<file path="config.mk">
export PLATFORM = sky130hd
export DESIGN_NAME = prio_intc
export DESIGN_NICKNAME = d
export VERILOG_FILES = /design/src/prio_intc_pkg.sv /design/src/prio_intc.sv
export VERILOG_INCLUDE_DIRS = /design/src
export SDC_FILE = /design/constraint.sdc
export NUM_CORES = 1
export LEC_CHECK = 0
export ABC_CLOCK_PERIOD_IN_PS = 31000
export BUFFER_PORTS_ARGS = -buffer_cell sky130_fd_sc_hd__buf_2
export CAP_MARGIN = 25
export CORE_ASPECT_RATIO = 1.1
export CORE_MARGIN = 8
export CORE_UTILIZATION = 62
export DETAILED_ROUTE_END_ITERATION = 16
export MAX_ROUTING_LAYER = met4
export PLACE_DENSITY = 0.93
export SETUP_SLACK_MARGIN = 0.2
export SYNTH_ARGS = -nofsm -noshare
export SYNTH_HDL_FRONTEND = slang
export SYNTH_SLANG_ARGS = --single-unit
export TNS_END_PERCENT = 50
</file>
<file path="constraint.sdc">
create_clock -name core_clk -period 31 [get_ports core_clk]
set_input_delay 6.2 -clock core_clk [delete_from_list [all_inputs] [get_ports core_clk]]
set_output_delay 6.2 -clock core_clk [all_outputs]
set_load 0.01 [all_outputs]
</file>
<file path="src/prio_intc_cfg.svh">
// Purpose: Offsets, field positions, reset values for the interrupt block
// Assumes: AXI4-Lite byte addresses, one 32-bit word per register
// Notes:   Included by the top module and the testbench
`ifndef PRIO_INTC_CFG_SVH
`define PRIO_INTC_CFG_SVH
`define OFS_TIMER_CONTROL   8'h88
`define OFS_ENABLE_A        8'h00
`define OFS_ENABLE_B        8'h04
`define OFS_PRIO_LOW_A      8'h08
`define OFS_PRIO_HIGH_A     8'h0C
`define OFS_PRIO_LOW_B      8'h10
`define OFS_PRIO_HIGH_B     8'h14
`define OFS_STATUS          8'h18
`define OFS_MASK            8'h1C
`define OFS_PENDING         8'h20
`define RST_TIMER_CONTROL   8'h00
`define RST_BYTE            8'h00
`define BIT_EXT_A_TYPE      0
`define BIT_EXT_A_FLAG      1
`define BIT_EXT_B_TYPE      2
`define BIT_EXT_B_FLAG      3
`define BIT_GLOBAL_EN       7
`define NUM_SOURCES         13
`define AXI_OKAY            2'b00
`define AXI_SLVERR          2'b10
`endif

</file>
<file path="src/prio_intc_pkg.sv">
// Purpose: Types shared by the interrupt controller
// Assumes: Thirteen sources, four levels
// Notes:   Constants live in prio_intc_cfg.svh
package prio_intc_pkg;
  typedef logic [12:0] src_vec_t;
  typedef logic [1:0]  level_t;
  typedef struct packed {
    logic   valid;
    logic   [3:0] id;
    level_t level;
  } grant_t;
  typedef struct packed {
    logic   active;
    level_t level;
  } nest_t;
  typedef enum logic [1:0] {RUN, IDLE, PDOWN} pmode_t;
endpackage

</file>
<file path="src/prio_intc.sv">
// What this block does
// - Accepts thirteen request sources incl two pins
// - Per-source enable bits gate every request
// - Global enable bit blocks all service
// - Two priority bits select one of four levels
// - Preempt only for strictly higher priority
// - Top-level routine is never preempted
// - Evaluate at instruction start, higher level first
// - Fixed polling order breaks ties within level
// - Type bit selects level or edge per pin
// - Edge mode flags high-then-low samples
// - Enabled external request wakes from low power
// - Timer control layout at 88H, reset zero
// - Any enabled request terminates Idle
//
// Purpose: Four-level priority interrupt controller with AXI4-Lite regs
// Assumes: Sources 0 and 1 are the two external pins; others are levels
//          from same-clock peripherals
// Notes:   Enter at ackTake with the reported vector; leave at retStrobe
`timescale 1ns/10ps
`include "prio_intc_cfg.svh"
module prio_intc
  import prio_intc_pkg::*;
#(
  parameter int NSRC = `NUM_SOURCES
) (
  input  wire logic        core_clk,     // 20 MHz core clock
  input  wire logic        rst_n,        // Synchronous reset, active low
  input  wire logic [1:0]  extPin,       // External request pins
  input  wire logic [12:2] periphReq,    // Peripheral request levels
  input  wire logic        instrStart,   // Instruction boundary pulse
  input  wire logic        ackTake,      // Core enters offered vector
  input  wire logic        retStrobe,    // Core returns from routine
  input  wire logic        sleepIdle,    // Core enters Idle pulse
  input  wire logic        sleepPdown,   // Core enters Power-down pulse
  output logic             intReq,       // Service request to core
  output logic [3:0]       intId,        // Source to service
  output logic [1:0]       intLevel,     // Level of offered source
  output logic             wakeUp,       // Wake pulse to clock logic
  output logic             irq,          // Masked sticky status irq
  input  wire logic [7:0]  s_axi_awaddr,
  input  wire logic        s_axi_awvalid,
  output logic             s_axi_awready,
  input  wire logic [31:0] s_axi_wdata,
  input  wire logic [3:0]  s_axi_wstrb,
  input  wire logic        s_axi_wvalid,
  output logic             s_axi_wready,
  output logic [1:0]       s_axi_bresp,
  output logic             s_axi_bvalid,
  input  wire logic        s_axi_bready,
  input  wire logic [7:0]  s_axi_araddr,
  input  wire logic        s_axi_arvalid,
  output logic             s_axi_arready,
  output logic [31:0]      s_axi_rdata,
  output logic [1:0]       s_axi_rresp,
  output logic             s_axi_rvalid,
  input  wire logic        s_axi_rready
);

  ////////////////////////////////////////////////////////////////////////
  // Pin synchronisers and edge sampling
  logic [1:0] pinMeta, pinSync, pinPrev;
  always_ff @(posedge core_clk) begin
    if (!rst_n) begin
      pinMeta <= 2'h3;
      pinSync <= 2'h3;
      pinPrev <= 2'h3;
    end else begin
      pinMeta <= extPin;
      pinSync <= pinMeta;
      pinPrev <= pinSync;
    end
  end
  logic [1:0] fallEdge;
  assign fallEdge = pinPrev & ~pinSync;

  ////////////////////////////////////////////////////////////////////////
  // Register state
  logic [7:0]  timer_control_reg, enA, enB, plA, phA, plB, phB;
  src_vec_t    status, mask;
  logic [7:0]  next_timer_control_reg, next_enA, next_enB, next_plA, next_phA;
  logic [7:0]  next_plB, next_phB;
  src_vec_t    next_status, next_mask;
  logic        awHeld, wHeld, next_awHeld, next_wHeld;
  logic [7:0]  awA, next_awA;
  logic [31:0] wD, next_wD;
  logic [3:0]  wS, next_wS;
  logic        bV, next_bV, rV, next_rV;
  logic [1:0]  bR, next_bR, rR, next_rR;
  logic [31:0] rD, next_rD;

  // Request vector built from pins and peripherals
  src_vec_t req, enVec;
  logic [1:0] extType;
  assign extType = {timer_control_reg[`BIT_EXT_B_TYPE], timer_control_reg[`BIT_EXT_A_TYPE]};
  always_comb begin
    req[12:2] = periphReq;
    for (int i = 0; i < 2; i++) begin
      // Edge mode uses the flag, level mode follows low pin
      req[i] = extType[i] ? timer_control_reg[2*i+1] : ~pinSync[i];
    end
  end
  assign enVec = {enB[5:0], enA[6:0]};

  // Level of a source from its low and high priority bits
  function automatic level_t srcLevel(input int s, input logic [7:0] la,
      input logic [7:0] ha, input logic [7:0] lb, input logic [7:0] hb);
    level_t l;
    l = (s < 7) ? {ha[s], la[s]} : {hb[s-7], lb[s-7]};
    return l;
  endfunction

  ////////////////////////////////////////////////////////////////////////
  // Arbitration
  grant_t best;
  src_vec_t live;
  assign live = req & enVec & {NSRC{enA[`BIT_GLOBAL_EN]}};
  always_comb begin
    level_t lv;
    lv = 2'h0;
    best = '0;
    // Scan in fixed rank; only a strictly higher level displaces
    for (int s = 0; s < NSRC; s++) begin
      lv = srcLevel(s, plA, phA, plB, phB);
      if (live[s] && (!best.valid || lv > best.level)) begin
        best.valid = 1'b1;
        best.id    = 4'(s);
        best.level = lv;
      end
    end
  end

  // Nesting stack of active levels, one slot per level
  nest_t [3:0] stack, next_stack;
  logic [2:0]  depth, next_depth;
  nest_t       top;
  assign top = (depth == 3'h0) ? '0 : stack[depth[1:0] - 2'h1];
  logic canPreempt;
  assign canPreempt = best.valid &&
    (!top.active || (top.level != 2'h3 && best.level > top.level));

  logic   offer, next_offer;
  logic [3:0] next_id;
  level_t next_lvl;
  always_comb begin
    next_stack = stack;
    next_depth = depth;
    next_offer = offer;
    next_id    = intId;
    next_lvl   = intLevel;
    if (ackTake && offer && depth < 3'h4) begin
      next_stack[depth[1:0]] = '{active: 1'b1, level: intLevel};
      next_depth = depth + 3'h1;
      next_offer = 1'b0;
    end else if (retStrobe && depth != 3'h0) begin
      next_stack[depth[1:0] - 2'h1] = '0;
      next_depth = depth - 3'h1;
      next_offer = 1'b0;
    end else if (instrStart) begin
      next_offer = canPreempt;
      next_id    = best.id;
      next_lvl   = best.level;
    end
  end

  // Low power mode tracking
  pmode_t pm, next_pm;
  logic   next_wake;
  always_comb begin
    next_pm   = pm;
    next_wake = 1'b0;
    if (sleepIdle) next_pm = IDLE;
    else if (sleepPdown) next_pm = PDOWN;
    case (pm)
      IDLE: if (|live) begin
        next_pm = RUN;
        next_wake = 1'b1;
      end
      PDOWN: if (|live[1:0]) begin
        next_pm = RUN;
        next_wake = 1'b1;
      end
      default: ;
    endcase
  end

  ////////////////////////////////////////////////////////////////////////
  // AXI4-Lite slave and register writes
  logic doWr, doRd, hit;
  assign doWr = (awHeld || s_axi_awvalid) && (wHeld || s_axi_wvalid) && !bV;
  assign doRd = s_axi_arvalid && !rV;
  function automatic logic [7:0] merge(input logic [7:0] o,
      input logic [31:0] d, input logic [3:0] s);
    return s[0] ? d[7:0] : o;
  endfunction
  always_comb begin
    logic [7:0]  a;
    logic [31:0] d;
    logic [3:0]  st;
    a  = awHeld ? awA : s_axi_awaddr;
    d  = wHeld ? wD : s_axi_wdata;
    st = wHeld ? wS : s_axi_wstrb;
    next_awHeld = awHeld;
    next_wHeld  = wHeld;
    next_awA = awA;
    next_wD  = wD;
    next_wS  = wS;
    next_bV  = bV && !s_axi_bready;
    next_bR  = bR;
    next_rV  = rV && !s_axi_rready;
    next_rR  = rR;
    next_rD  = rD;
    next_timer_control_reg = timer_control_reg;
    next_enA = enA;
    next_enB = enB;
    next_plA = plA;
    next_phA = phA;
    next_plB = plB;
    next_phB = phB;
    next_mask = mask;
    next_status = status;
    hit = 1'b1;
    if (s_axi_awvalid && !awHeld) begin
      next_awHeld = 1'b1;
      next_awA = s_axi_awaddr;
    end
    if (s_axi_wvalid && !wHeld) begin
      next_wHeld = 1'b1;
      next_wD = s_axi_wdata;
      next_wS = s_axi_wstrb;
    end
    if (doWr) begin
      next_awHeld = 1'b0;
      next_wHeld = 1'b0;
      next_bV = 1'b1;
      case (a)
        `OFS_TIMER_CONTROL: next_timer_control_reg = merge(timer_control_reg, d, st);
        `OFS_ENABLE_A:   next_enA = merge(enA, d, st);
        `OFS_ENABLE_B:   next_enB = merge(enB, d, st);
        `OFS_PRIO_LOW_A: next_plA = merge(plA, d, st);
        `OFS_PRIO_HIGH_A: next_phA = merge(phA, d, st);
        `OFS_PRIO_LOW_B: next_plB = merge(plB, d, st);
        `OFS_PRIO_HIGH_B: next_phB = merge(phB, d, st);
        `OFS_MASK: if (st[0] && st[1]) next_mask = d[12:0];
        `OFS_STATUS, `OFS_PENDING: ;
        default: hit = 1'b0;
      endcase
      next_bR = hit ? `AXI_OKAY : `AXI_SLVERR;
    end
    if (doRd) begin
      next_rV = 1'b1;
      next_rR = `AXI_OKAY;
      case (s_axi_araddr)
        `OFS_TIMER_CONTROL: next_rD = {24'h00_0000, timer_control_reg};
        `OFS_ENABLE_A:   next_rD = {24'h00_0000, enA};
        `OFS_ENABLE_B:   next_rD = {24'h00_0000, enB};
        `OFS_PRIO_LOW_A: next_rD = {24'h00_0000, plA};
        `OFS_PRIO_HIGH_A: next_rD = {24'h00_0000, phA};
        `OFS_PRIO_LOW_B: next_rD = {24'h00_0000, plB};
        `OFS_PRIO_HIGH_B: next_rD = {24'h00_0000, phB};
        `OFS_MASK:       next_rD = {19'h0_0000, mask};
        `OFS_PENDING:    next_rD = {19'h0_0000, req};
        `OFS_STATUS: begin
          next_rD = {19'h0_0000, status};
          next_status = '0;
        end
        default: begin
          next_rD = 32'h0000_0000;
          next_rR = `AXI_SLVERR;
        end
      endcase
    end
    // Pin edges set flags; a set wins over a write in the same cycle
    for (int i = 0; i < 2; i++) begin
      if (extType[i] && fallEdge[i]) next_timer_control_reg[2*i+1] = 1'b1;
    end
    // Flag cleared by hardware when edge source is entered
    if (ackTake && offer && intId < 4'h2 && extType[intId[0]] &&
        !(fallEdge[intId[0]]))
      next_timer_control_reg[2*intId[0]+1] = 1'b0;
    next_status = next_status | req; // Set beats the read clear
  end

  ////////////////////////////////////////////////////////////////////////
  // State registers
  always_ff @(posedge core_clk) begin
    if (!rst_n) begin
      timer_control_reg <= `RST_TIMER_CONTROL;
      enA <= `RST_BYTE;
      enB <= `RST_BYTE;
      plA <= `RST_BYTE;
      phA <= `RST_BYTE;
      plB <= `RST_BYTE;
      phB <= `RST_BYTE;
      status <= '0;
      mask <= '0;
      awHeld <= 1'b0;
      wHeld <= 1'b0;
      awA <= 8'h00;
      wD <= 32'h0000_0000;
      wS <= 4'h0;
      bV <= 1'b0;
      bR <= 2'b00;
      rV <= 1'b0;
      rR <= 2'b00;
      rD <= 32'h0000_0000;
      stack <= '0;
      depth <= 3'h0;
      offer <= 1'b0;
      intId <= 4'h0;
      intLevel <= 2'h0;
      pm <= RUN;
      wakeUp <= 1'b0;
      irq <= 1'b0;
    end else begin
      timer_control_reg <= next_timer_control_reg;
      enA <= next_enA;
      enB <= next_enB;
      plA <= next_plA;
      phA <= next_phA;
      plB <= next_plB;
      phB <= next_phB;
      status <= next_status;
      mask <= next_mask;
      awHeld <= next_awHeld;
      wHeld <= next_wHeld;
      awA <= next_awA;
      wD <= next_wD;
      wS <= next_wS;
      bV <= next_bV;
      bR <= next_bR;
      rV <= next_rV;
      rR <= next_rR;
      rD <= next_rD;
      stack <= next_stack;
      depth <= next_depth;
      offer <= next_offer;
      intId <= next_id;
      intLevel <= next_lvl;
      pm <= next_pm;
      wakeUp <= next_wake;
      irq <= |(next_status & next_mask);
    end
  end

  // Bus outputs straight from flops
  assign intReq        = offer;
  assign s_axi_awready = !awHeld;
  assign s_axi_wready  = !wHeld;
  assign s_axi_bvalid  = bV;
  assign s_axi_bresp   = bR;
  assign s_axi_arready = !rV;
  assign s_axi_rvalid  = rV;
  assign s_axi_rresp   = rR;
  assign s_axi_rdata   = rD;
endmodule

</file>
-- Yosys cells after proc, flatten, opt, wreduce, memory -nomap -nowiden
Index checks and enable logic that the tools add are counted.
- output and inout port bits: 50
- flip-flop bits (word level): 177
- input bits: 77
- word-level logic and storage cells: 248
- add/sub/neg operators: 4
- $lt $le $gt $ge: 22
- bitwise operators: 15
- mux-type cells: 62
- reductions and logical operators: 87
- equal/unequal tests: 21
- operator list (operator ; count):
    $pmux W13 S10 ; 1
    $mux W7 ; 13
    $mux W13 ; 6
    $eq A8 B5 Y1 const B ; 8
    $mux W8 ; 5
    $and A13 B13 Y13 ; 3
    $logic_and A1 B1 Y1 ; 33
    $eq A8 B4 Y1 const B ; 4
    $gt A2 B2 Y1 ; 13
    $reduce_or A13 Y1 ; 2
    $mux W12 ; 2
    $reduce_and A3 Y1 ; 7
    $logic_not A1 Y1 ; 20
    $reduce_or A10 Y1 ; 2
    $mux W3 ; 6
    $eq A8 B3 Y1 const B ; 2
    $eq A8 B6 Y1 const B ; 2
    $eq A8 B8 Y1 const B ; 2
    $logic_not A8 Y1 ; 2
    $logic_or A1 B1 Y1 ; 15
    $mux W1 ; 15
    $mux W2 ; 7
    $or A13 B13 Y13 ; 1
    $and A12 B12 Y12 ; 1
    31 further kinds ; 39

-- Depth between registers and ports, before layout
- depth in word-level cells: 57
- gate-level depth with buffers: 93
- depth with buffers taken out: 91

-- Worst setup path before layout
OpenSTA, ideal clock, no wires.
- path type: input-to-reg
- start: input port periphReq[2] in the netlist's numbering
- end: register offer, in the netlist intReq
- setup slack: 12.462 ns
- required time: 30.930 ns
- path buffers: 1
- stages on the path: 75
- data arrival time: 18.468 ns
- setup time: 0.070 ns
- cells stage by stage: and3_1 -> a221o_1 -> o21a_1 -> ha_1 -> a221o_1 -> o41ai_2 -> a31o_2 -> a21oi_2 -> a21oi_1 -> ha_1 -> nor2b_1 -> a2bb2oi_1 -> a31oi_2 -> or2_2 -> buf_2 -> nand2_1 -> o21bai_1 -> ha_1 -> [39 not listed] -> a31oi_1 -> ha_1 -> o32ai_1 -> nand2_1 -> o21ai_0 -> a31oi_2 -> nand2b_1 -> ha_1 -> nand2_1 -> o21ai_0 -> a21o_1 -> nor2_1 -> a21oi_1 -> ha_1 -> a221o_1 -> nand3_1 -> nand3_1 -> a21oi_1
- RTL lines (element ; line ; source):
    from (decl) ; prio_intc.sv:30 ; input wire logic [12:2] periphReq,
    to (signal assigned) ; prio_intc.sv:337 ; offer <= next_offer;
    to (decl) ; prio_intc.sv:142 ; logic offer, next_offer;

==> out/metrics.cfg <==
[timing]
skew_ps = 9.545
finalSetupViolations = 0
finalHoldViolCount = 0
setup_tns_ps = 0
worst_slack_ps = 10540
min_period_ps = 20460
rsz0062_at_grt = no
drv_slew = 0
period_share = 0.6602
worst_pin_slew_ps = 1016
slew_headroom = 0.3200
max_freq_mhz = 48.86

[power_and_ir_drop]
pwr-share-comb = 0.106
netSwitchingFraction = 0.2579
switchingPower_w = 0.0001224
max-vdd-ir-drop_mv = 0.03860
p_int_w = 0.0003523
p_per_area_mw_per_mm2 = 49.11
power.total_w = 0.0004748
p_leak_nw = 3.734
p_seq_frac = 0.448
pwr-share-clk = 0.446

[cts]
cts_tree = built
post-cts-setup-buffers = 0
cts-buffers-inserted = 17
clock_insertion_delay_worst_skew_ps = 440
htreeDepth = 4
holdBufCountCts = 0
cts_max_path_buffers = 2
clkTransAtPathRegs_ps = 60
clock_sinks = 156
cts_root_buf = clkbuf_16
post_cts_resized = 0

[final_layout]
area.growth.synth_to_final_pct = 13.08
mostFrequentLayoutCell = dfxtp_1
drive_gt1_frac = 0.1605
postLayoutCellArea_sq_mm = 0.009668
final_cells = 1241
final_nets = 1145
fillers = 941
layout_common_cells = dfxtp_1, nor2b_1, nand2_1
num_antenna_cells = 0

[route]
drc = 0
via_per_inst = 6.369
wl_per_cell_um = 19.74
vias = 7904
detail-route-antenna-nets = 0
drt-total-wl_um = 24490
drt-pass1-iter-count = 10
drtIter0Drc = 1122

[placement]
gp_congestion = 0.9608
place_area_sq_mm = 0.009029
dp_hpwl_um = 16440
dp_cells = 1205
place_ws_ps = 10670
io_buffers = 84

[grt]
grt_pass1_vias = 7717
grt_pass1_wl_um = 38700
grt_max_degree = 104
grtUsageTotal = 0.2803
antenna_found_initial = 0
gr-total-overflow = 0

[synthesis]
yosysWarningCount = 0
syn_area_per_cell_sq_um = 8.841
syn_inst = 967
yosysTopAreaCell = dfxtp_1
netlist-cell-type-count = 80
async_flop_share = 0
yosysSeqAreaShare = 0.3653
synth_area_leaders = dfxtp_1, mux2i_1, nor2b_1, nand2_1, ha_1
syn_area_sq_mm = 0.008549
synthFlopType = dfxtp_1
synth_top_area_share = 0.3653
ys_seq_elements = 156
synth_edf_count = 0

[die]
start_util = 0.6275
fp.dieH_um = 139.2
dieArea_sq_mm = 0.01781
core-area_sq_mm = 0.01363
num_rows = 45
io_pins = 127
die_x_um = 128.0

[critical_path]
start_kind = input pin
cp_common_cell = ha_1
crit_path_end_kind = flip-flop
cpMaxStageDelayCell = o311ai_1
arrival_ps = 20830
critPathMaxFanout = 7
crit_type = in2reg
worst_path_largest_cell_delay_ps = 710
crit_required_ps = 31370

[worst_hold_path]
hp-class = reg2reg

[run_status]
outcome = finished clean

[run]
max_cap_viol_count = 0

==> per-layer routing <==
layer / GRT usage / wire length (um) / up-vias
met4: 0.1667 / 1389 / 0
li1: - / - / 3564
met1: 0.3216 / 9358 / 3684
met2: 0.4275 / 11080 / 521
met3: 0.07885 / 2670 / 135
met5: - / 0 / -
==> per-stage QoR <==
step,hold slack [ps],util
6_report,408.3,0.7096
5_1_grt,445.4,0.7096
4_1_cts,407.4,0.7065
3_5_place_dp,392.4,0.6626
3_3_place_gp,387.9,0.6618
2_1_floorplan,386.3,-
==> logic make-up after synthesis <==
family                     share of synthesized area
and+or+nand+nor                               0.2293
DFF                                           0.3653
AOI/OAI and AO/OA                             0.1832
xor gates and xnor gates                    0.001025
buffers and inverters                        0.05078
muxes                                         0.1282
adders and majority gates                    0.04171
other                                      0.0004386
==> area by class of cell <==
class | count | area [sq um] | area share
Tap cell | 188 | 235.2 | 0.02433
Clock inverter | 11 | 131.4 | 0.01359
Clock buffer | 20 | 466.7 | 0.04827
Inverter | 31 | 116.4 | 0.01204
Multi-Input combinational cell | 740 | 5082 | 0.5257
Timing Repair Buffer | 95 | 513.0 | 0.05306
Sequential cell | 156 | 3123 | 0.3230
==> power by group through the flow <==
stage          clock network (W)  logic (W)  registers [W]
5_1_grt                 0.000221  0.0000542       0.000214
3_3_place_gp                   0  0.0000467       0.000216
4_1_cts                 0.000212  0.0000490       0.000213
6_report                0.000212  0.0000502       0.000213
2_1_floorplan                  0  0.0000378       0.000214
3_5_place_dp                   0  0.0000479       0.000217
==> synthesized netlist by cell type (3+ instances only) <==
library cell,n
nand3_1,27
o21a_1,6
nor3_1,14
a22o_1,17
buf_4,22
dfxtp_1,156
nand2b_1,14
a221oi_1,16
a31oi_1,15
and2_1,12
clkbuf_1,33
nor2b_1,114
mux2_2,14
a21boi_0,24
o211a_1,4
a22oi_1,12
nor2_1,48
o21ai_0,25
a222oi_1,5
and3_1,10
o22ai_1,9
a21oi_1,38
a21o_1,3
a221o_1,3
nand2_1,104
mux2i_1,87
mux4_2,3
ha_1,26
or3_1,6
inv_1,31
nor4_1,3
==> worst max-delay path: cells and delay by family <==
family	cells	cell delay (ps)
AOI/OAI and AO/OA	34	7220
buffers and inverters	1	140
and+or+nand+nor	31	4040
adders and majority gates	11	3220
==> final timing paths <==
| path | start | end | slack, ps | cells past startpoint |
|---|---|---|---|---|
| setup / recovery | periphReq[2] | intReq | 10540 | 77 |
| hold / removal | pinMeta[0] | pinSync[0] | 410 | 1 |
| setup reg to reg | timer_control_reg[0] | intReq | 13320 | 85 |
| hold reg to reg | pinMeta[0] | pinSync[0] | 410 | 1 |
Note: power is estimated with default switching activity, not from simulation.
